### config.mk
export PLATFORM = sky130hd
export DESIGN_NAME = hps_sequencer
export DESIGN_NICKNAME = d
export VERILOG_FILES = /design/src/core/hps_pkg.sv /design/src/core/hps_attenuator.sv /design/src/core/hps_tick.sv /design/src/core/hps_sequencer.sv
export SDC_FILE = /design/constraint.sdc
export NUM_CORES = 1
export LEC_CHECK = 0
export BUFFER_PORTS_ARGS = -buffer_cell sky130_fd_sc_hd__buf_2
export CORE_ASPECT_RATIO = 2
export CORE_MARGIN = 5
export CORE_UTILIZATION = 40
export DETAILED_ROUTE_END_ITERATION = 12
export PLACE_DENSITY = 0.55
export SETUP_SLACK_MARGIN = 0.2
export SYNTH_ARGS = -nofsm -noshare
export SYNTH_HDL_FRONTEND = slang
export SYNTH_HIERARCHICAL = 1
export SYNTH_SLANG_ARGS = --single-unit
### constraint.sdc
create_clock -name clk -period 4.65 [get_ports clk]
set_input_delay 1.1625 -clock clk [delete_from_list [all_inputs] [get_ports clk]]
set_output_delay 1.1625 -clock clk [all_outputs]
set_load 0.1 [all_outputs]
### src/core/hps_pkg.sv
// Package with register map, field layout, timing constants and carriers for the playback engine.
package hps_pkg;
    localparam int HPS_CLK_HZ = 25000000;
    localparam int HPS_STEP_SLOW_US = 5000;
    localparam int HPS_STEP_FAST_US = 1000;
    localparam int HPS_WAIT_UNIT_US = 10000;
    localparam int HPS_STEP_SLOW_CYC = HPS_CLK_HZ / 1000000 * HPS_STEP_SLOW_US;
    localparam int HPS_STEP_FAST_CYC = HPS_CLK_HZ / 1000000 * HPS_STEP_FAST_US;
    localparam int HPS_WAIT_UNIT_CYC = HPS_CLK_HZ / 1000000 * HPS_WAIT_UNIT_US;

    // Register indices; byte address is four times the index.
    localparam logic [7:0] HPS_IDX_LAUNCH = 8'h0C;
    localparam logic [7:0] HPS_IDX_STEP_GAIN = 8'h0D;
    localparam logic [7:0] HPS_IDX_SAMPLE = 8'h0E;
    localparam logic [7:0] HPS_IDX_SLOT_FIRST = 8'h0F;
    localparam logic [7:0] HPS_IDX_SLOT_LAST = 8'h16;
    localparam logic [7:0] HPS_IDX_MODE = 8'h20;
    localparam logic [7:0] HPS_IDX_STATUS = 8'h21;
    localparam int HPS_NUM_SLOTS = 8;

    localparam logic [7:0] HPS_RST_STEP_GAIN = 8'h00;
    localparam logic [7:0] HPS_RST_SAMPLE = 8'h7F;
    localparam logic [7:0] HPS_RST_SLOT_FIRST = 8'h01;
    localparam logic [7:0] HPS_RST_SLOT_OTHER = 8'h00;

    localparam logic [7:0] HPS_MASK_STEP_GAIN = 8'h23;
    localparam int HPS_BIT_STEP_FAST = 5;
    localparam int HPS_BIT_DELAY_FLAG = 7;
    localparam logic [6:0] HPS_SLOT_END = 7'h00;

    localparam logic [1:0] HPS_RESP_OKAY = 2'h0;
    localparam logic [1:0] HPS_RESP_SLVERR = 2'h2;

    typedef enum logic [1:0] {
        HPS_MODE_SEQUENCE,
        HPS_MODE_LIVE,
        HPS_MODE_CALIB,
        HPS_MODE_DIAG
    } hps_mode_t;

    typedef struct packed {
        logic step_fast;
        logic [1:0] attenuation;
        hps_mode_t mode;
    } hps_cfg_t;

    typedef struct packed {
        logic valid;
        logic [6:0] effect_id;
        logic signed [7:0] amplitude;
    } hps_drive_t;
endpackage

### src/core/hps_attenuator.sv
// Amplitude scaler for library effects, bypassed for live samples.
`timescale 1ns/1ns
`default_nettype none
module hps_attenuator
    import hps_pkg::*;
(
    input wire logic signed [7:0] sample,
    input wire logic [1:0] attenuation,
    input wire logic bypass,
    output logic signed [7:0] scaled
);
    logic signed [9:0] wide;
    logic signed [9:0] half;
    logic signed [9:0] quarter;

    always_comb begin
        wide = 10'(sample);
        half = wide >>> 1;
        quarter = wide >>> 2;
        if (bypass) begin
            scaled = sample;
        end else begin
            case (attenuation)
                2'h0: scaled = sample;
                2'h1: scaled = 8'(half + quarter);
                2'h2: scaled = 8'(half);
                2'h3: scaled = 8'(quarter);
                default: scaled = sample;
            endcase
        end
    end
endmodule // hps_attenuator
`default_nettype wire

### src/core/hps_tick.sv
// Programmable period tick generator used for playback steps; wait units are counted in the sequencer.
`timescale 1ns/1ns
`default_nettype none
module hps_tick #(
    parameter int SLOW_CYC = 125000,
    parameter int FAST_CYC = 25000
) (
    input wire logic clk,
    input wire logic reset_n,
    input wire logic ce,
    input wire logic run,
    input wire logic fast,
    output logic tick
);
    logic [31:0] count;
    logic [31:0] next_count;
    logic [31:0] limit;

    always_comb begin
        limit = fast ? 32'(FAST_CYC - 1) : 32'(SLOW_CYC - 1);
        tick = run && (count >= limit);
        if (!run || tick) begin
            next_count = 32'h00000000;
        end else begin
            next_count = count + 32'h00000001;
        end
    end

    always_ff @(posedge clk or negedge reset_n) begin
        if (!reset_n) begin
            count <= 32'h00000000;
        end else if (ce) begin
            count <= next_count;
        end
    end
endmodule // hps_tick
`default_nettype wire

### src/core/hps_sequencer.sv
// Playback sequencer front end with AXI4-Lite register slave, slot walker and live drive.
`timescale 1ns/1ns
`default_nettype none
// How it works
// - Library steps tick every 5 ms, or every 1 ms with the fast step bit.
// - Attenuation code scales library amplitude to 100, 75, 50 or 25 percent.
// - Live drive samples bypass the attenuator.
// - Launched live drive puts the current sample on the drive output.
// - The sample register is an eight-bit signed amplitude.
// - Host may rewrite the sample anytime; each new value reaches the output.
// - Delay flag makes a slot idle for its value times 10 ms.
// - Clear delay flag makes the slot value an effect identifier.
// - Identifier indexes the effect library directly.
// - Launch starts playback at the first slot.
// - After a slot finishes, the next slot plays if nonzero.
// - Sequencer stops after all eight slots.
// - A zero identifier stops the sequencer without playing.
// - Launch bit stays set while running and clears on completion.
// - Clearing launch bit aborts the running process immediately.
// - External trigger sets the launch bit like a write of one.
// - Mode setting picks which process the launch bit starts.
module hps_sequencer
    import hps_pkg::*;
#(
    parameter int STEP_SLOW_CYC = HPS_STEP_SLOW_CYC,
    parameter int STEP_FAST_CYC = HPS_STEP_FAST_CYC,
    parameter int WAIT_UNIT_CYC = HPS_WAIT_UNIT_CYC,
    parameter int EFFECT_STEPS = 4
) (
    input wire logic clk,
    input wire logic reset_n,
    input wire logic ce,
    input wire logic [7:0] s_axi_awaddr,
    input wire logic s_axi_awvalid,
    output logic s_axi_awready,
    input wire logic [31:0] s_axi_wdata,
    input wire logic [3:0] s_axi_wstrb,
    input wire logic s_axi_wvalid,
    output logic s_axi_wready,
    output logic [1:0] s_axi_bresp,
    output logic s_axi_bvalid,
    input wire logic s_axi_bready,
    input wire logic [7:0] s_axi_araddr,
    input wire logic s_axi_arvalid,
    output logic s_axi_arready,
    output logic [31:0] s_axi_rdata,
    output logic [1:0] s_axi_rresp,
    output logic s_axi_rvalid,
    input wire logic s_axi_rready,
    input wire logic ext_trigger,
    input wire logic signed [7:0] library_sample,
    input wire logic process_done,
    output hps_drive_t drive,
    output logic step_tick
);
    typedef enum {HPS_IDLE, HPS_SLOT, HPS_PLAY, HPS_WAIT, HPS_LIVE, HPS_OTHER} hps_state_t;

    // Register state.
    hps_cfg_t cfg, next_cfg;
    logic [7:0] sample, next_sample;
    logic [7:0] slots [HPS_NUM_SLOTS];
    logic [7:0] next_slots [HPS_NUM_SLOTS];
    logic launch, next_launch;
    // Bus state.
    logic aw_held, next_aw_held, w_held, next_w_held;
    logic [7:0] aw_addr, next_aw_addr;
    logic [31:0] w_data, next_w_data;
    logic [3:0] w_strb, next_w_strb;
    logic bvalid, next_bvalid, bad_w, next_bad_w;
    logic rvalid, next_rvalid;
    logic [31:0] rdata, next_rdata;
    logic bad_r, next_bad_r;
    // Sequencer state.
    hps_state_t state, next_state;
    logic [2:0] slot_idx, next_slot_idx;
    logic [6:0] wait_units, next_wait_units;
    logic [31:0] unit_cnt, next_unit_cnt;
    logic [7:0] step_cnt, next_step_cnt;
    hps_drive_t next_drive;
    logic signed [7:0] scaled;
    logic playing, done_now, abort;
    logic do_write, wr_launch_clr;
    logic [5:0] w_idx, r_idx;
    logic [7:0] wbyte;

    hps_tick #(.SLOW_CYC(STEP_SLOW_CYC), .FAST_CYC(STEP_FAST_CYC)) u_tick (
        .clk(clk),
        .reset_n(reset_n),
        .ce(ce),
        .run(playing),
        .fast(cfg.step_fast),
        .tick(step_tick)
    );

    hps_attenuator u_atten (
        .sample(state == HPS_LIVE ? $signed(sample) : library_sample),
        .attenuation(cfg.attenuation),
        .bypass(state == HPS_LIVE),
        .scaled(scaled)
    );

    assign s_axi_awready = !aw_held && !bvalid;
    assign s_axi_wready = !w_held && !bvalid;
    assign s_axi_bvalid = bvalid;
    assign s_axi_bresp = bad_w ? HPS_RESP_SLVERR : HPS_RESP_OKAY;
    assign s_axi_arready = !rvalid;
    assign s_axi_rvalid = rvalid;
    assign s_axi_rdata = rdata;
    assign s_axi_rresp = bad_r ? HPS_RESP_SLVERR : HPS_RESP_OKAY;
    assign playing = (state == HPS_PLAY);

    function automatic logic mapped(input logic [5:0] idx);
        mapped = (8'(idx) >= HPS_IDX_LAUNCH && 8'(idx) <= HPS_IDX_SLOT_LAST)
            || 8'(idx) == HPS_IDX_MODE || 8'(idx) == HPS_IDX_STATUS;
    endfunction

    // Bus channel and register write logic.
    always_comb begin
        next_aw_held = aw_held;
        next_aw_addr = aw_addr;
        next_w_held = w_held;
        next_w_data = w_data;
        next_w_strb = w_strb;
        next_bvalid = bvalid;
        next_bad_w = bad_w;
        next_rvalid = rvalid;
        next_rdata = rdata;
        next_bad_r = bad_r;
        next_cfg = cfg;
        next_sample = sample;
        for (int i = 0; i < HPS_NUM_SLOTS; i++) begin
            next_slots[i] = slots[i];
        end
        wr_launch_clr = 1'b0;
        next_launch = launch;
        if (s_axi_awvalid && s_axi_awready) begin
            next_aw_held = 1'b1;
            next_aw_addr = s_axi_awaddr;
        end
        if (s_axi_wvalid && s_axi_wready) begin
            next_w_held = 1'b1;
            next_w_data = s_axi_wdata;
            next_w_strb = s_axi_wstrb;
        end
        do_write = aw_held && w_held;
        w_idx = aw_addr[7:2];
        wbyte = w_data[7:0];
        if (do_write) begin
            next_aw_held = 1'b0;
            next_w_held = 1'b0;
            next_bvalid = 1'b1;
            next_bad_w = !mapped(w_idx);
            if (w_strb[0]) begin
                case (8'(w_idx))
                    HPS_IDX_LAUNCH: begin
                        next_launch = wbyte[0];
                        wr_launch_clr = !wbyte[0];
                    end
                    HPS_IDX_STEP_GAIN: begin
                        next_cfg.step_fast = wbyte[HPS_BIT_STEP_FAST];
                        next_cfg.attenuation = wbyte[1:0];
                    end
                    HPS_IDX_SAMPLE: next_sample = wbyte;
                    HPS_IDX_MODE: next_cfg.mode = hps_mode_t'(wbyte[1:0]);
                    default: begin
                        if (8'(w_idx) >= HPS_IDX_SLOT_FIRST && 8'(w_idx) <= HPS_IDX_SLOT_LAST) begin
                            next_slots[3'(8'(w_idx) - HPS_IDX_SLOT_FIRST)] = wbyte;
                        end
                    end
                endcase
            end
        end
        if (bvalid && s_axi_bready) begin
            next_bvalid = 1'b0;
        end
        if (ext_trigger) begin
            next_launch = 1'b1;
        end
        // A trigger or a host write of the launch bit in the completion cycle wins over the clear.
        if (done_now && !ext_trigger && !(do_write && w_strb[0] && 8'(w_idx) == HPS_IDX_LAUNCH)) begin
            next_launch = 1'b0;
        end
        r_idx = s_axi_araddr[7:2];
        if (s_axi_arvalid && s_axi_arready) begin
            next_rvalid = 1'b1;
            next_bad_r = !mapped(r_idx);
            next_rdata = 32'h00000000;
            case (8'(r_idx))
                HPS_IDX_LAUNCH: next_rdata[0] = launch;
                HPS_IDX_STEP_GAIN: next_rdata[7:0] = {2'h0, cfg.step_fast, 3'h0, cfg.attenuation};
                HPS_IDX_SAMPLE: next_rdata[7:0] = sample;
                HPS_IDX_MODE: next_rdata[1:0] = cfg.mode;
                HPS_IDX_STATUS: next_rdata[7:0] = {2'h0, playing, state == HPS_WAIT, 1'b0, slot_idx};
                default: begin
                    if (8'(r_idx) >= HPS_IDX_SLOT_FIRST && 8'(r_idx) <= HPS_IDX_SLOT_LAST) begin
                        next_rdata[7:0] = slots[3'(8'(r_idx) - HPS_IDX_SLOT_FIRST)];
                    end
                end
            endcase
        end else if (rvalid && s_axi_rready) begin
            next_rvalid = 1'b0;
        end
    end

    // Sequencer walk and drive output.
    always_comb begin
        next_state = state;
        next_slot_idx = slot_idx;
        next_wait_units = wait_units;
        next_unit_cnt = unit_cnt;
        next_step_cnt = step_cnt;
        next_drive = drive;
        done_now = 1'b0;
        abort = !launch || wr_launch_clr;
        case (state)
            HPS_IDLE: begin
                next_drive = '0;
                if (launch) begin
                    next_slot_idx = 3'h0;
                    case (cfg.mode)
                        HPS_MODE_SEQUENCE: next_state = HPS_SLOT;
                        HPS_MODE_LIVE: next_state = HPS_LIVE;
                        default: next_state = HPS_OTHER;
                    endcase
                end
            end
            HPS_SLOT: begin
                if (slots[slot_idx][HPS_BIT_DELAY_FLAG]) begin
                    next_wait_units = slots[slot_idx][6:0];
                    next_unit_cnt = 32'h00000000;
                    next_state = HPS_WAIT;
                end else if (slots[slot_idx][6:0] == HPS_SLOT_END) begin
                    done_now = 1'b1;
                    next_state = HPS_IDLE;
                end else begin
                    next_step_cnt = 8'h00;
                    next_state = HPS_PLAY;
                end
            end
            HPS_PLAY: begin
                next_drive.valid = 1'b1;
                next_drive.effect_id = slots[slot_idx][6:0];
                next_drive.amplitude = scaled;
                if (step_tick) begin
                    next_step_cnt = step_cnt + 8'h01;
                end
                if (step_tick && step_cnt == 8'(EFFECT_STEPS - 1)) begin
                    next_state = HPS_SLOT;
                end
            end
            HPS_WAIT: begin
                next_drive = '0;
                if (wait_units == 7'h00) begin
                    next_state = HPS_SLOT;
                end else if (unit_cnt == 32'(WAIT_UNIT_CYC - 1)) begin
                    next_unit_cnt = 32'h00000000;
                    next_wait_units = wait_units - 7'h01;
                end else begin
                    next_unit_cnt = unit_cnt + 32'h00000001;
                end
            end
            HPS_LIVE: begin
                next_drive.valid = 1'b1;
                next_drive.effect_id = 7'h00;
                next_drive.amplitude = scaled;
            end
            HPS_OTHER: begin
                next_drive = '0;
                if (process_done) begin
                    done_now = 1'b1;
                    next_state = HPS_IDLE;
                end
            end
            default: next_state = HPS_IDLE;
        endcase
        if (state == HPS_PLAY || state == HPS_WAIT) begin
            if (next_state == HPS_SLOT) begin
                if (slot_idx == 3'(HPS_NUM_SLOTS - 1)) begin
                    done_now = 1'b1;
                    next_state = HPS_IDLE;
                end else begin
                    next_slot_idx = slot_idx + 3'h1;
                end
            end
        end
        if (state != HPS_IDLE && abort) begin
            next_state = HPS_IDLE;
            next_drive = '0;
        end
    end

    always_ff @(posedge clk or negedge reset_n) begin
        if (!reset_n) begin
            aw_held <= 1'b0;
            aw_addr <= 8'h00;
            w_held <= 1'b0;
            w_data <= 32'h00000000;
            w_strb <= 4'h0;
            bvalid <= 1'b0;
            bad_w <= 1'b0;
            rvalid <= 1'b0;
            rdata <= 32'h00000000;
            bad_r <= 1'b0;
            cfg <= '{step_fast: HPS_RST_STEP_GAIN[HPS_BIT_STEP_FAST],
                attenuation: HPS_RST_STEP_GAIN[1:0], mode: HPS_MODE_SEQUENCE};
            sample <= HPS_RST_SAMPLE;
            slots[0] <= HPS_RST_SLOT_FIRST;
            for (int i = 1; i < HPS_NUM_SLOTS; i++) begin
                slots[i] <= HPS_RST_SLOT_OTHER;
            end
            launch <= 1'b0;
            state <= HPS_IDLE;
            slot_idx <= 3'h0;
            wait_units <= 7'h00;
            unit_cnt <= 32'h00000000;
            step_cnt <= 8'h00;
            drive <= '0;
        end else if (ce) begin
            aw_held <= next_aw_held;
            aw_addr <= next_aw_addr;
            w_held <= next_w_held;
            w_data <= next_w_data;
            w_strb <= next_w_strb;
            bvalid <= next_bvalid;
            bad_w <= next_bad_w;
            rvalid <= next_rvalid;
            rdata <= next_rdata;
            bad_r <= next_bad_r;
            cfg <= next_cfg;
            sample <= next_sample;
            slots <= next_slots;
            launch <= next_launch;
            state <= next_state;
            slot_idx <= next_slot_idx;
            wait_units <= next_wait_units;
            unit_cnt <= next_unit_cnt;
            step_cnt <= next_step_cnt;
            drive <= next_drive;
        end
    end
endmodule // hps_sequencer
`default_nettype wire

After elaboration in Yosys (flattened, before gate mapping)
Index checks and enable logic that the tools add are counted.

Bits of input ports: 70. Register bits after elaboration: 239.

Equal/unequal tests: 32. Mux-type cells: 74. $add $sub $neg: 8. Reduce and logical (&&, ||, !) cells: 74. Magnitude comparators: 11. Bitwise operators: 4.

Operators by type and width (count): $mux 32 (12); $pmux 32 s6 (1); $eq 32x3->1 const B (4); $eq 32x2->1 const B (3); $mux 8 (11); $add 32x1->32 const B (2); $bwmux 64 (1); $pmux 32 s2 (1); $bmux 8 s3 (2); $pmux 16 s3 (1); $eq 6x4->1 const B (6); $eq 32x1->1 const B (1); $eq 32x18->1 const B (1); $eq 32x4->1 const B (1); $ge 32x32->1 (1); $logic_not 32->1 (1); $pmux 8 s4 (1); $reduce_bool 32->1 (1); $demux 8 s3 (1); $eq 6x6->1 const B (4); $ge 6x4->1 const B (4); $pmux 6 s4 (1); $mux 1 (22); $mux 7 (3); other kinds (38) (117).

Logic depth before layout (Yosys ltp)
Gate-level depths: netlist (run 1).

Word-level depth: 15. Depth in mapped cells: 14. Gate-level depth less buffers: 14.

Hierarchy
The synthesis (run 1) kept the hierarchy.

Modules (own cells, without submodules): hps_sequencer (seq. area each 5139.9 um^2, cells each 964, area an instance 10856.7 um^2, instances 1); hps_tick (seq. area each 800.8 um^2, cells each 200, area an instance 1834.3 um^2, instances 1); hps_attenuator (seq. area each 0.0 um^2, cells each 75, area an instance 525.5 um^2, instances 1).

Worst setup path after synthesis (run 1)
Ideal clock, no wire load.

Path kind: register to register. From: register cfg[4] (netlist bit). To: register slot_idx[0]. Cell stages (with the launch flop): 15. Library setup time: 0.125 ns. Setup slack: 0.740 ns. Data arrival time: 3.786 ns. Path through: dfrtp_1 inv_1 ha_1 nand4bb_1 or4_1 a21oi_2 nor3b_1 o21ai_0 and2_1 nor2b_1 nand4_1 o21ai_0 and4b_1 o21ai_0 mux2_2.

Longest elaborated chain between the ends: 9.

RTL lines: start: declaration (RTL line hps_sequencer.sv:59) `hps_cfg_t cfg, next_cfg;`; start signal: assignment (RTL line hps_sequencer.sv:304) `cfg <= '{step_fast: HPS_RST_STEP_GAIN[HPS_BIT_STEP_FAST],`; start signal: assignment (RTL line hps_sequencer.sv:329) `cfg <= next_cfg;`; $mux 17 (RTL line hps_tick.sv:20) `limit = fast ? 32'(FAST_CYC - 1) : 32'(SLOW_CYC - 1);`; $ge 32x32->1 (RTL line hps_tick.sv:21) `tick = run && (count >= limit);`; $logic_and 1x1->1 (RTL line hps_tick.sv:21); net step_tick (RTL line hps_sequencer.sv:54) `output logic step_tick`; $logic_and 1x1->1 (RTL line hps_sequencer.sv:247) `if (step_tick && step_cnt == 8'(EFFECT_STEPS - 1)) begin`; $mux 32 (RTL line hps_sequencer.sv:247); $pmux 32 s6 (RTL line hps_sequencer.sv:215) `case (state)`; $eq 32x2->1 (RTL line hps_sequencer.sv:277) `if (next_state == HPS_SLOT) begin`; $mux 3 (RTL line hps_sequencer.sv:277); $mux 3 (RTL line hps_sequencer.sv:276) `if (state == HPS_PLAY || state == HPS_WAIT) begin`; end signal: assignment (RTL line hps_sequencer.sv:334) `slot_idx <= next_slot_idx;`; end: declaration (RTL line hps_sequencer.sv:75) `logic [2:0] slot_idx, next_slot_idx;`.

The timed path passes the listed nets, and every way through them passes these cells. A chain may end at the register's enable or synchronous reset.

Worst setup path after layout (run 1)
From: register cfg[4] (netlist bit). To: output port step_tick.

Longest elaborated chain between the ends: 3.

RTL lines (RTL line): $mux 17 (hps_tick.sv:20); $ge 32x32->1 (hps_tick.sv:21); $logic_and 1x1->1 (hps_tick.sv:21); end: declaration (hps_sequencer.sv:54).

Every way passes these cells.

==> results of run 1 <==
report_power, final:
| part | total (mW) | switching [mW] | internal (mW) |
|---|---|---|---|
| combinational | 1.83 | 1.21 | 0.618 |
| sequential | 2.67 | 0.347 | 2.32 |
| clock | 1.95 | 0.833 | 1.12 |
| total | 6.45 | 2.39 | 4.06 |
cell type report:
type                    instances  area share [%]
clock inverters                 5           0.383
flip-flops and latches        237            40.4
clock buffers                  37            4.90
inverters                      37           0.945
well taps                     432            3.68
diodes                          1          0.0170
multi-input cells             903            45.9
repair buffers                 91            3.74
state kept, by name, indices dropped and copies added, names as in the netlist:
signal and cells:
aw_held 1, slot_idx 3, sample 8, w_data 8
unit_cnt 32, slots 64, drive 16, state 32
wait_units 7, s_axi_rvalid 1, s_axi_rdata 8, launch 1
s_axi_bvalid 1, aw_addr 6, u_tick/count 32, w_held 1
step_cnt 8, cfg 5, w_strb 1, bad_r 1
bad_w 1
layer usage:
metal	wire [um]	share of wire, %	global-route usage [%]	up-vias
met5	0	0	0	-
met4	1230	3.5	7.19	0
met1	12800	37	19.7	4882
met3	917	2.6	1.88	64
li1	-	-	-	4609
met2	20000	57	37.5	160
stage by stage:
| stage | area (um^2) | hold WS (ps) | worst slack (ps) | utilization [%] | power, mW |
|---|---|---|---|---|---|
| after floorplan | 13300 | 450 | 740 | - | 4.09 |
| after global placement | 13900 | 463 | 609 | 42.4 | 4.50 |
| after detailed placement | 13900 | 466 | 571 | 42.4 | 4.54 |
| after CTS | 14700 | 481 | 259 | 44.8 | 6.52 |
| after global routing | 14700 | 503 | 213 | 44.8 | 6.75 |
| final | 14700 | 472 | 362 | 44.8 | 6.45 |
worst min-delay path, delay by kind of cell (launching register included):
family           cells  cell delay, ps
flip-flops           1             340
AND/OR/NAND/NOR      1              50
AO/OA/AOI/OAI        1              50
path summary, 6_finish.rpt:
kind / startpoint / end / slack (ps) / cells after the start
max: cfg[4]$_DFFE_PN0P_ / step_tick / 360 / 9
max reg2reg: state[8]$_DFFE_PN0P_ / drive[6]$_DFFE_PN0P_ / 720 / 13
max in group asynchronous: reset_n / sample[2]$_DFFE_PN1P_ / 3030 / 2
min in group asynchronous: reset_n / u_tick/count[2]$_DFFE_PN0P_ / 660 / 1
min: drive[10]$_DFFE_PN0P_ / drive[10]$_DFFE_PN0P_ / 470 / 2
min reg2reg: drive[10]$_DFFE_PN0P_ / drive[10]$_DFFE_PN0P_ / 470 / 2
logic make-up (layout without fill, tap and decap cells):
group           count (synthesis)  after routing
simple gates                  428            428
buf+inv                       124            170
mux                           150            150
flops                         237            237
xor+xnor                       41             41
other cells                     1             27
compound gates                229            229
fa+ha+maj                      29             29
what timing repair did:
| item | in CTS | in global routing |
|---|---|---|
| endpoints found under the setup margin | 1 | 1 |
| gates cloned | 0 | 0 |
| gates resized for setup | 2 | 1 |
| hold buffers | 0 | 0 |
cell usage in the layout, fill, tap and decap left out, types with 29 or more instances in the layout:
cell type / instances
nand2_1: 80
nand3_1: 48
buf_2: 68
dfrtp_1: 228
inv_1: 33
mux2_2: 101
o21ai_0: 71
nor2_1: 89
nand4_1: 29
nor2b_1: 41
==> run summary, run 1 <==
outcome: finished, final reports clean
# setup viols final: 0
Peak VDD IR: 0.000247 V
Synth area leader: dfrtp_1
fin nets: 1,393
slew margin rel.: 30.2%
Adder-Cell Fraction of Synth Area: 2.80%
Post-Synth Simple-Gate Area: 17.4%
Synth Instances: 1,239
Worst Path Required: 3490 ps
Worst Max-Slew Pin Slew: 1030 ps
FP Rows: 94
DRC Markers: 0
dpl cells: 1,700
Final Wtd Congestion: 0.901
Core Footprint: 32,800 um^2
critical-path maximum fanout: 7
grt total ovfl: 0
HPWL after detailed placement: 26.0 mm
number of CTS-inserted buffers: 24
H-tree depth: 1
Synth Warn #: 6
synthesized area per cell: 10.7 um^2
CTS clock-pin slew for the worst setup and hold paths: 60 ps
type of the worst min-delay path: flip-flop to flip-flop
GRT Total Usage: 18.7%
Post-Syn Area: 13,200 um^2
Sink Count: 237
flops & latches, synth: 237
Crit-path slowest cell: or4_1
register area: 5940 um^2
CTS Root Cell: clkbuf_16
Max Freq: 0.233 GHz
clock latency on the worst-skew pair: 540 ps
routed wire length: 35.0 mm
Final ANT Viol Nets: 0
CP delay by family, top: simple AND/OR/NAND/NOR gates
initial detailed-routing violation count: 436
maxcap violations: 0
share of layout cells above drive strength 1: 22.1%
P per Cell Area: 439 nW/um^2
largest net degree at the start of global routing: 110
final cycle utilization of the critical path: 92.2%
Crit path largest cell delay: 510 ps
crit-path cells: inv_1, ha_1, nand4bb_1, or4_1, a21oi_2, nor3b_1, o21ai_0, and2_1, buf_6
WL/cell: 20.1 um
Ports: 128
fin crit period: 4290 ps
Post-synth top cells: 229 x dfrtp_1, 101 x mux2_2, 89 x nor2_1
initial antenna violation count: 1
Pre-antenna DRT Iters: 4
area of the multi-input gates: 6750 um^2
XOR/XNOR Fraction of Synth Area: 2.72%
Compound-Gate Fraction of Synth Area: 12.0%
RSZ-0062 raised after global routing: false
clock skew: 10.6 ps
LEAKAGE: 6.52 nW
die area: 37,000 um^2
initial core utilization: 40.3%
final count of hold timing violations: 0
post-CTS setup-driven buffer insertion count: 0
main combinational cell family by area after synthesis: simple AND/OR/NAND/NOR gates
final count of pins violating max slew: 0
Max Root-Sink Buffers: 3
ys flop type: dfrtp_1
area grow syn2layout: 11.3%
count leader, synth: dfrtp_1
area share of the largest cell type after synthesis: 43.4%
via count: 9,715
CP Buf/Inv Count: 2
vias per inst: 5.57
number of synthesized flops with an enable pin: 0
Startpoint Class: flip-flop
Setup TNS: 0 ps
Crit Path Class: flip-flop to output pin
Worst EP arrival: 3130 ps
first-pass GRT wire length: 56.0 mm
post-synthesis sequential area ratio: 44.9%
port buffer count: 70
share of synthesized flip-flops with an asynchronous set or reset: 100%
synth top area cells: dfrtp_1 43%, mux2_2 8.6%, mux4_2 3.9%
Worst setup EP type: output pin
Die Wd: 139 um
mux cell area share after synthesis: 15.4%
Fill cells: 3,105
Yosys cell types: 88
final std cells w/o fill: 1,743
vias in the first global route: 10,174
CTS tree: done
Die Ht: 267 um
No activity file was read; power rests on OpenSTA's default activity.
==> inputs of run 2 (changes only) <==
--- a/config.mk
+++ b/config.mk
@@ -6,7 +6,6 @@
 export NUM_CORES = 1
 export LEC_CHECK = 0
 export BUFFER_PORTS_ARGS = -buffer_cell sky130_fd_sc_hd__buf_2
-export CORE_ASPECT_RATIO = 2
 export CORE_MARGIN = 5
 export CORE_UTILIZATION = 40
 export DETAILED_ROUTE_END_ITERATION = 12
==> run 2 against run 1 <==
Net effect:
- flip-flop and latch count is the same
- wire length decreased by 6.9%
- core utilization is 1.1 points higher
- non-clock buffer count down 2
- clock power grew 28%
- clock-buffer cell count increased by 3
- first-iteration DRC count rose by 32%
- final cell count increased by 0.98%
- clock skew increased by 5.4 ps
- die area fell by 0.60%
- critical path depth unchanged
- largest power group unchanged
==> run summary, run 2 (synthesis results as in run 1) <==
fin area: 15,000 um^2 (+1.8%)
Crit Path Class: flip-flop to output pin
largest net degree at the start of global routing: 88 (-20%)
Core Footprint: 32,600 um^2 (-0.59%)
Final ANT Viol Nets: 0 (unchanged)
LEAKAGE: 6.63 nW (+1.7%)
dpl cell area: 13,900 um^2 (-0.13%)
slew margin rel.: 28.5% (-1.7 points)
clock latency on the worst-skew pair: 540 ps (about the same)
Worst EP arrival: 3050 ps (-80 ps)
Startpoint Class: flip-flop
Worst R2R Path Depth: 13 (unchanged)
Max Freq: 0.237 GHz (+1.8%)
initial antenna violation count: 1 (unchanged)
clock power share: 35.8% (+5.5 points)
H-tree depth: 1 (unchanged)
pre-CTS setup slack: 657 ps (+86.3 ps)
commonest non-fill, non-tap cell in the layout: dfrtp_1
Ports: 128 (unchanged)
largest register by flop count: slots
area grow syn2layout: 13.3%
Worst Max-Slew Pin Slew: 1070 ps (+35.0 ps)
CTS clock-pin slew for the worst setup and hold paths: 60 ps (about the same)
Worst setup EP type: output pin
dpl cells: 1,708 (+0.47%)
port buffer count: 70 (unchanged)
commonest non-fill, non-tap cells in the layout: 228 x dfrtp_1, 101 x mux2_2, 89 x nor2_1
FP Rows: 66 (-30%)
FF-to-FF setup slack: 710 ps (about the same)
grt total ovfl: 0 (unchanged)
Worst Path Required: 3490 ps (about the same)
routed wire length: 32.6 mm (-6.9%)
fin crit period: 4210 ps (-75.6 ps)
type of the worst min-delay path: flip-flop to flip-flop
reg2reg start: state[4]$_DFFE_PN0P_
DRC Markers: 0 (unchanged)
initial core utilization: 40.5% (+0.24 points)
WL/cell: 18.5 um (-7.8%)
Crit-path slowest cell: or4_1
share of layout cells above drive strength 1: 22.8% (+0.64 points)
GR Util met2: 29.0% (-8.5 points)
initial detailed-routing violation count: 574 (+32%)
outcome: finished, final reports clean
Sink Count: 237 (unchanged)
GRT Total Usage: 17.7% (-0.97 points)
# setup viols final: 0 (unchanged)
critical-path maximum fanout: 7 (unchanged)
vias per inst: 5.46 (-2.1%)
combinational fraction of design power: 26.0% (-2.4 points)
first-pass GRT wire length: 53.0 mm (-5.3%)
number of CTS-inserted buffers: 28 (+17%)
Worst Setup SP: cfg[4]$_DFFE_PN0P_
Setup TNS: 0 ps (unchanged)
Psw: 2.42 mW (+1.0%)
Pre-antenna DRT Iters: 4 (unchanged)
final count of pins violating max slew: 0 (unchanged)
GRT busiest layer: met2
maxcap violations: 0 (unchanged)
final count of hold timing violations: 0 (unchanged)
fin nets: 1,395 (+0.14%)
RSZ-0062 raised after global routing: false
CTS tree: done
crit-path cells: inv_1, ha_1, nand4bb_1, or4_1, a21oi_2, nor3b_1, o21ai_0, and2_1, buf_6
fin worst setup slack: 437 ps (+75.6 ps)
Final Wtd Congestion: 0.851 (-5.5%)
Sequential Power Share: 38.2% (-3.2 points)
Pint: 4.55 mW (+12%)
Die Ht: 192 um (-28%)
Hold Startpoint: s_axi_rdata[7]$_DFFE_PN0P_
vias in the first global route: 9,520 (-6.4%)
CTS Root Cell: clkbuf_16
Peak VDD IR: 0.000365 V (+48%)
Die Wd: 192 um (+38%)
clock skew: 16.0 ps (+5.44 ps)
crit path capture: step_tick
die area: 36,800 um^2 (-0.60%)
max reg flops: 64 (unchanged)
CP delay by family, top: simple AND/OR/NAND/NOR gates
Crit path largest cell delay: 510 ps (about the same)
via count: 9,608 (-1.1%)
worst r2r dst: drive[6]$_DFFE_PN0P_
Max Root-Sink Buffers: 3 (unchanged)
final std cells w/o fill: 1,760 (+0.98%)
met3 Use GR: 2.25% (+0.38 points)
HPWL after detailed placement: 22.9 mm (-12%)
CP Buf/Inv Count: 2 (unchanged)
Critical Path Stages: 9 (unchanged)
hold path depth: 2 (unchanged)
P per Cell Area: 465 nW/um^2 (+6.1%)
final cycle utilization of the critical path: 90.6% (-1.6 points)
Net Sw Frac: 34.7% (-2.4 points)
GR Util met1: 25.0% (+5.3 points)
## run 2: cell types whose count changed in the layout (fill, tap and decap cells not counted)
cell / before / now
clkbuf_8: 5 / 6
nor4_4: 2 / 1
clkbuf_1: 7 / 5
buf_4: 19 / 18
bufinv_16: 1 / 7
clkbuf_16: 25 / 29
clkinv_4: 1 / 2
o2111ai_1: 2 / 1
clkinvlp_4: 1 / 0
nor4_2: 0 / 1
o2111ai_2: 0 / 1
buf_12: 2 / 1
## run 2: power by group through the flow
stage / combinational [mW] / sequential, mW / clock (mW)
2_1_floorplan: 1.33 / 2.76 / 0
3_3_place_gp: 1.80 / 2.69 / 0
3_5_place_dp: 1.82 / 2.70 / 0
4_1_cts: 1.82 / 2.66 / 2.56
5_1_grt: 1.96 / 2.71 / 2.64
6_report: 1.81 / 2.66 / 2.49
## run 2: per-layer routing
metal	part of all wire, %	wire, um
met3	3.6	1170
met5	0	0
met1	46	15000
met4	2.4	786
met2	48	15600
## run 2: area by class of cell
cell class,instances,area [um^2]
sequential,237,5940
clock inverter,11,238
clock buffer,40,827
inverter,37,139
timing repair buffer,89,522
fill,3112,17600
tap,442,553
antenna,1,2.50
multi-input combinational,903,6750
## run 2: worst min-delay path, delay by kind of cell, from the launching register on
family	cells	cell delay, ps
and+or+nand+nor	1	50
DFF	1	340
AOI/OAI and AO/OA	1	60
## run 2: through the flow
stage | power [mW] | utilization, % | hold slack (ps)
floorplan | 4.09 | - | 450
global placement | 4.49 | 42.6 | 460
detailed placement | 4.52 | 42.6 | 468
CTS | 7.04 | 45.9 | 485
global route | 7.31 | 45.9 | 497
finish | 6.97 | 45.9 | 478
## run 2: what timing repair did
item / in CTS / in global routing
gates cloned: 0 / 0
setup buffers: 0 / 0
hold buffers: 0 / 0
gates resized for setup: 1 / 2
setup endpoints to repair: 1 / 1
## run 2: worst min-delay path by stage
stage	to	slack [ps]
after global routing	s_axi_rdata[2]$_DFFE_PN0P_	500
after global placement	drive[15]$_DFFE_PN0P_	460
after detailed placement	drive[15]$_DFFE_PN0P_	470
after floorplan	bad_r$_DFFE_PN0P_	450
after CTS	s_axi_rdata[7]$_DFFE_PN0P_	490
final	s_axi_rdata[7]$_DFFE_PN0P_	480
==> inputs of run 3 (changes only) <==
==> constraint.sdc (replaced) <==
create_clock -name clk -period 4.65 [get_ports clk]
set_input_delay 0.2325 -clock clk [delete_from_list [all_inputs] [get_ports clk]]
set_output_delay 0.2325 -clock clk [all_outputs]
set_load 0.1 [all_outputs]
==> run 3 against run 2 <==
Net effect:
- maximum frequency rose by 5.7%
- design area increased by 0.20%
- core utilization rose by 0.092 points
- power down 3.7%
- via count grew 1.9%
- critical path type is now flip-flop to flip-flop
==> run summary, run 3 (synthesis results as in run 1) <==
Final Wtd Congestion: 0.838 (-1.5%)
Final ANT Viol Nets: 0 (unchanged)
GR Util met2: 29.3% (+0.31 points)
crit-path cells: nor4_1, nand4_1, nor2_1, nand3_2, mux2_2, ha_1, fa_1, a21o_1, a22o_1, a2111oi_2, o31ai_1, a22o_1
Crit-path slowest cell: nor4_1
Crit path largest cell delay: 490 ps (-20 ps)
GR Util met1: 25.6% (+0.65 points)
Hold Startpoint: s_axi_araddr[7]
final count of hold timing violations: 0 (unchanged)
vias in the first global route: 9,821 (+3.2%)
first-pass GRT wire length: 53.9 mm (+1.8%)
Worst setup EP type: flip-flop
HPWL after detailed placement: 22.8 mm (-0.34%)
clock latency on the worst-skew pair: 540 ps (about the same)
Worst Max-Slew Pin Slew: 1030 ps (-35.7 ps)
Sink Count: 237 (unchanged)
largest net degree at the start of global routing: 132 (+50%)
commonest non-fill, non-tap cells in the layout: 229 x dfrtp_1, 101 x mux2_2, 89 x nor2_1
final cycle utilization of the critical path: 85.7% (-4.8 points)
maxcap violations: 0 (unchanged)
Pre-antenna DRT Iters: 7 (+3)
Worst EP arrival: 4410 ps (+1360 ps)
initial core utilization: 40.5% (unchanged)
CTS Root Cell: clkbuf_16
area grow syn2layout: 13.5%
LEAKAGE: 6.65 nW (+0.30%)
Pwr Total: 6.71 mW (-3.7%)
grt total ovfl: 0 (unchanged)
share of layout cells above drive strength 1: 22.3% (-0.48 points)
via count: 9,795 (+1.9%)
GRT busiest layer: met2
CTS clock-pin slew for the worst setup and hold paths: 60 ps (about the same)
Worst Path Required: 5070 ps (+1580 ps)
Die Ht: 192 um (unchanged)
# setup viols final: 0 (unchanged)
largest register by flop count: slots
commonest non-fill, non-tap cell in the layout: dfrtp_1
clock skew: 12.2 ps (-3.81 ps)
Worst Setup SP: state[8]$_DFFE_PN0P_
met3 Use GR: 2.49% (+0.24 points)
WL/cell: 18.5 um (-0.23%)
RSZ-0062 raised after global routing: false
P per Cell Area: 447 nW/um^2 (-3.9%)
routed wire length: 32.8 mm (+0.57%)
Core Footprint: 32,600 um^2 (unchanged)
CTS tree: done
Util after Layout: 46.0% (+0.092 points)
type of the worst min-delay path: primary input to flip-flop
GRT Total Usage: 18.0% (+0.29 points)
max reg flops: 64 (unchanged)
vias per inst: 5.52 (+1.1%)
Die Wd: 192 um (unchanged)
number of CTS-inserted buffers: 28 (unchanged)
fin nets: 1,411 (+1.1%)
reg2reg start: state[8]$_DFFE_PN0P_
Max Root-Sink Buffers: 3 (unchanged)
Crit Path Class: flip-flop to flip-flop
pre-CTS setup slack: 564 ps (-93.3 ps)
hold slack: 65.3 ps (-413 ps)
Peak VDD IR: 0.000323 V (-12%)
initial detailed-routing violation count: 558 (-2.8%)
fin worst setup slack: 663 ps (+225 ps)
final count of pins violating max slew: 0 (unchanged)
CP dominant cell by count: a22o_1
slew margin rel.: 30.3% (+1.8 points)
Antenna Cells: 0 (-1)
critical-path maximum fanout: 9 (+2)
port buffer count: 70 (unchanged)
FP Rows: 66 (unchanged)
Max Freq: 0.251 GHz (+5.7%)
die area: 36,800 um^2 (unchanged)
Startpoint Class: flip-flop
initial antenna violation count: 0 (-1)
fin crit period: 3990 ps (-225 ps)
outcome: finished, final reports clean
H-tree depth: 1 (unchanged)
DRC Markers: 0 (unchanged)
Setup TNS: 0 ps (unchanged)
Ports: 128 (unchanged)
run 3: path summary, 6_finish.rpt:
| path | to | slack [ps] | cells after the start |
|---|---|---|---|
| worst max-delay path | drive[6]$_DFFE_PN0P_ | 660 | 12 |
| max in group asynchronous | slots[11]$_DFFE_PN0P_ | 3270 | 3 |
| worst max register to register | drive[6]$_DFFE_PN0P_ | 660 | 12 |
| min in group asynchronous | u_tick/count[21]$_DFFE_PN0P_ | 180 | 2 |
| worst min-delay path | bad_r$_DFFE_PN0P_ | 70 | 3 |
| worst min register to register | bad_w$_DFFE_PN0P_ | 470 | 1 |
run 3: critical path: cells and delay by family, from the launching register on:
| kind | cells | cell delay, ps |
|---|---|---|
| AO/OA/AOI/OAI | 5 | 1040 |
| flip-flops | 1 | 370 |
| AND/OR/NAND/NOR | 4 | 1390 |
| adder cells (fa/ha/maj) | 2 | 650 |
| multiplexers | 1 | 430 |
run 3: per-layer routing:
layer | up-vias | wire length (um)
li1 | 4667 | -
met1 | 4889 | 15400
met2 | 191 | 15400
met3 | 48 | 1240
met4 | 0 | 750
met5 | - | 0
run 3: report_power, final:
| group | internal, mW | total [mW] | switching, mW |
|---|---|---|---|
| clock network | 1.36 | 2.23 | 0.870 |
| logic | 0.619 | 1.83 | 1.21 |
| registers | 2.32 | 2.65 | 0.334 |
run 3: repair_timing:
action	CTS	global route
resized for setup	0	1
hold buffers	18	0
setup buffers	0	0
endpoints found under the setup margin	0	1
hold endpoints to repair	54	0
run 3: stage by stage:
stage | instance area (um^2) | instances
detailed placement | 13900 | 1706
finish | 15000 | 1774
global placement | 13900 | 1706
floorplan | 13300 | 1264
global route | 15000 | 1774
CTS | 15000 | 1774
run 3: cell type report:
cell class                 instances  area [um^2]
tap                              442          553
inverter                          37          139
sequential                       237         5940
multi-input combinational        903         6760
fill                            3069        17600
clock inverter                    12          135
clock buffer                      38          800
timing repair buffer             105          681
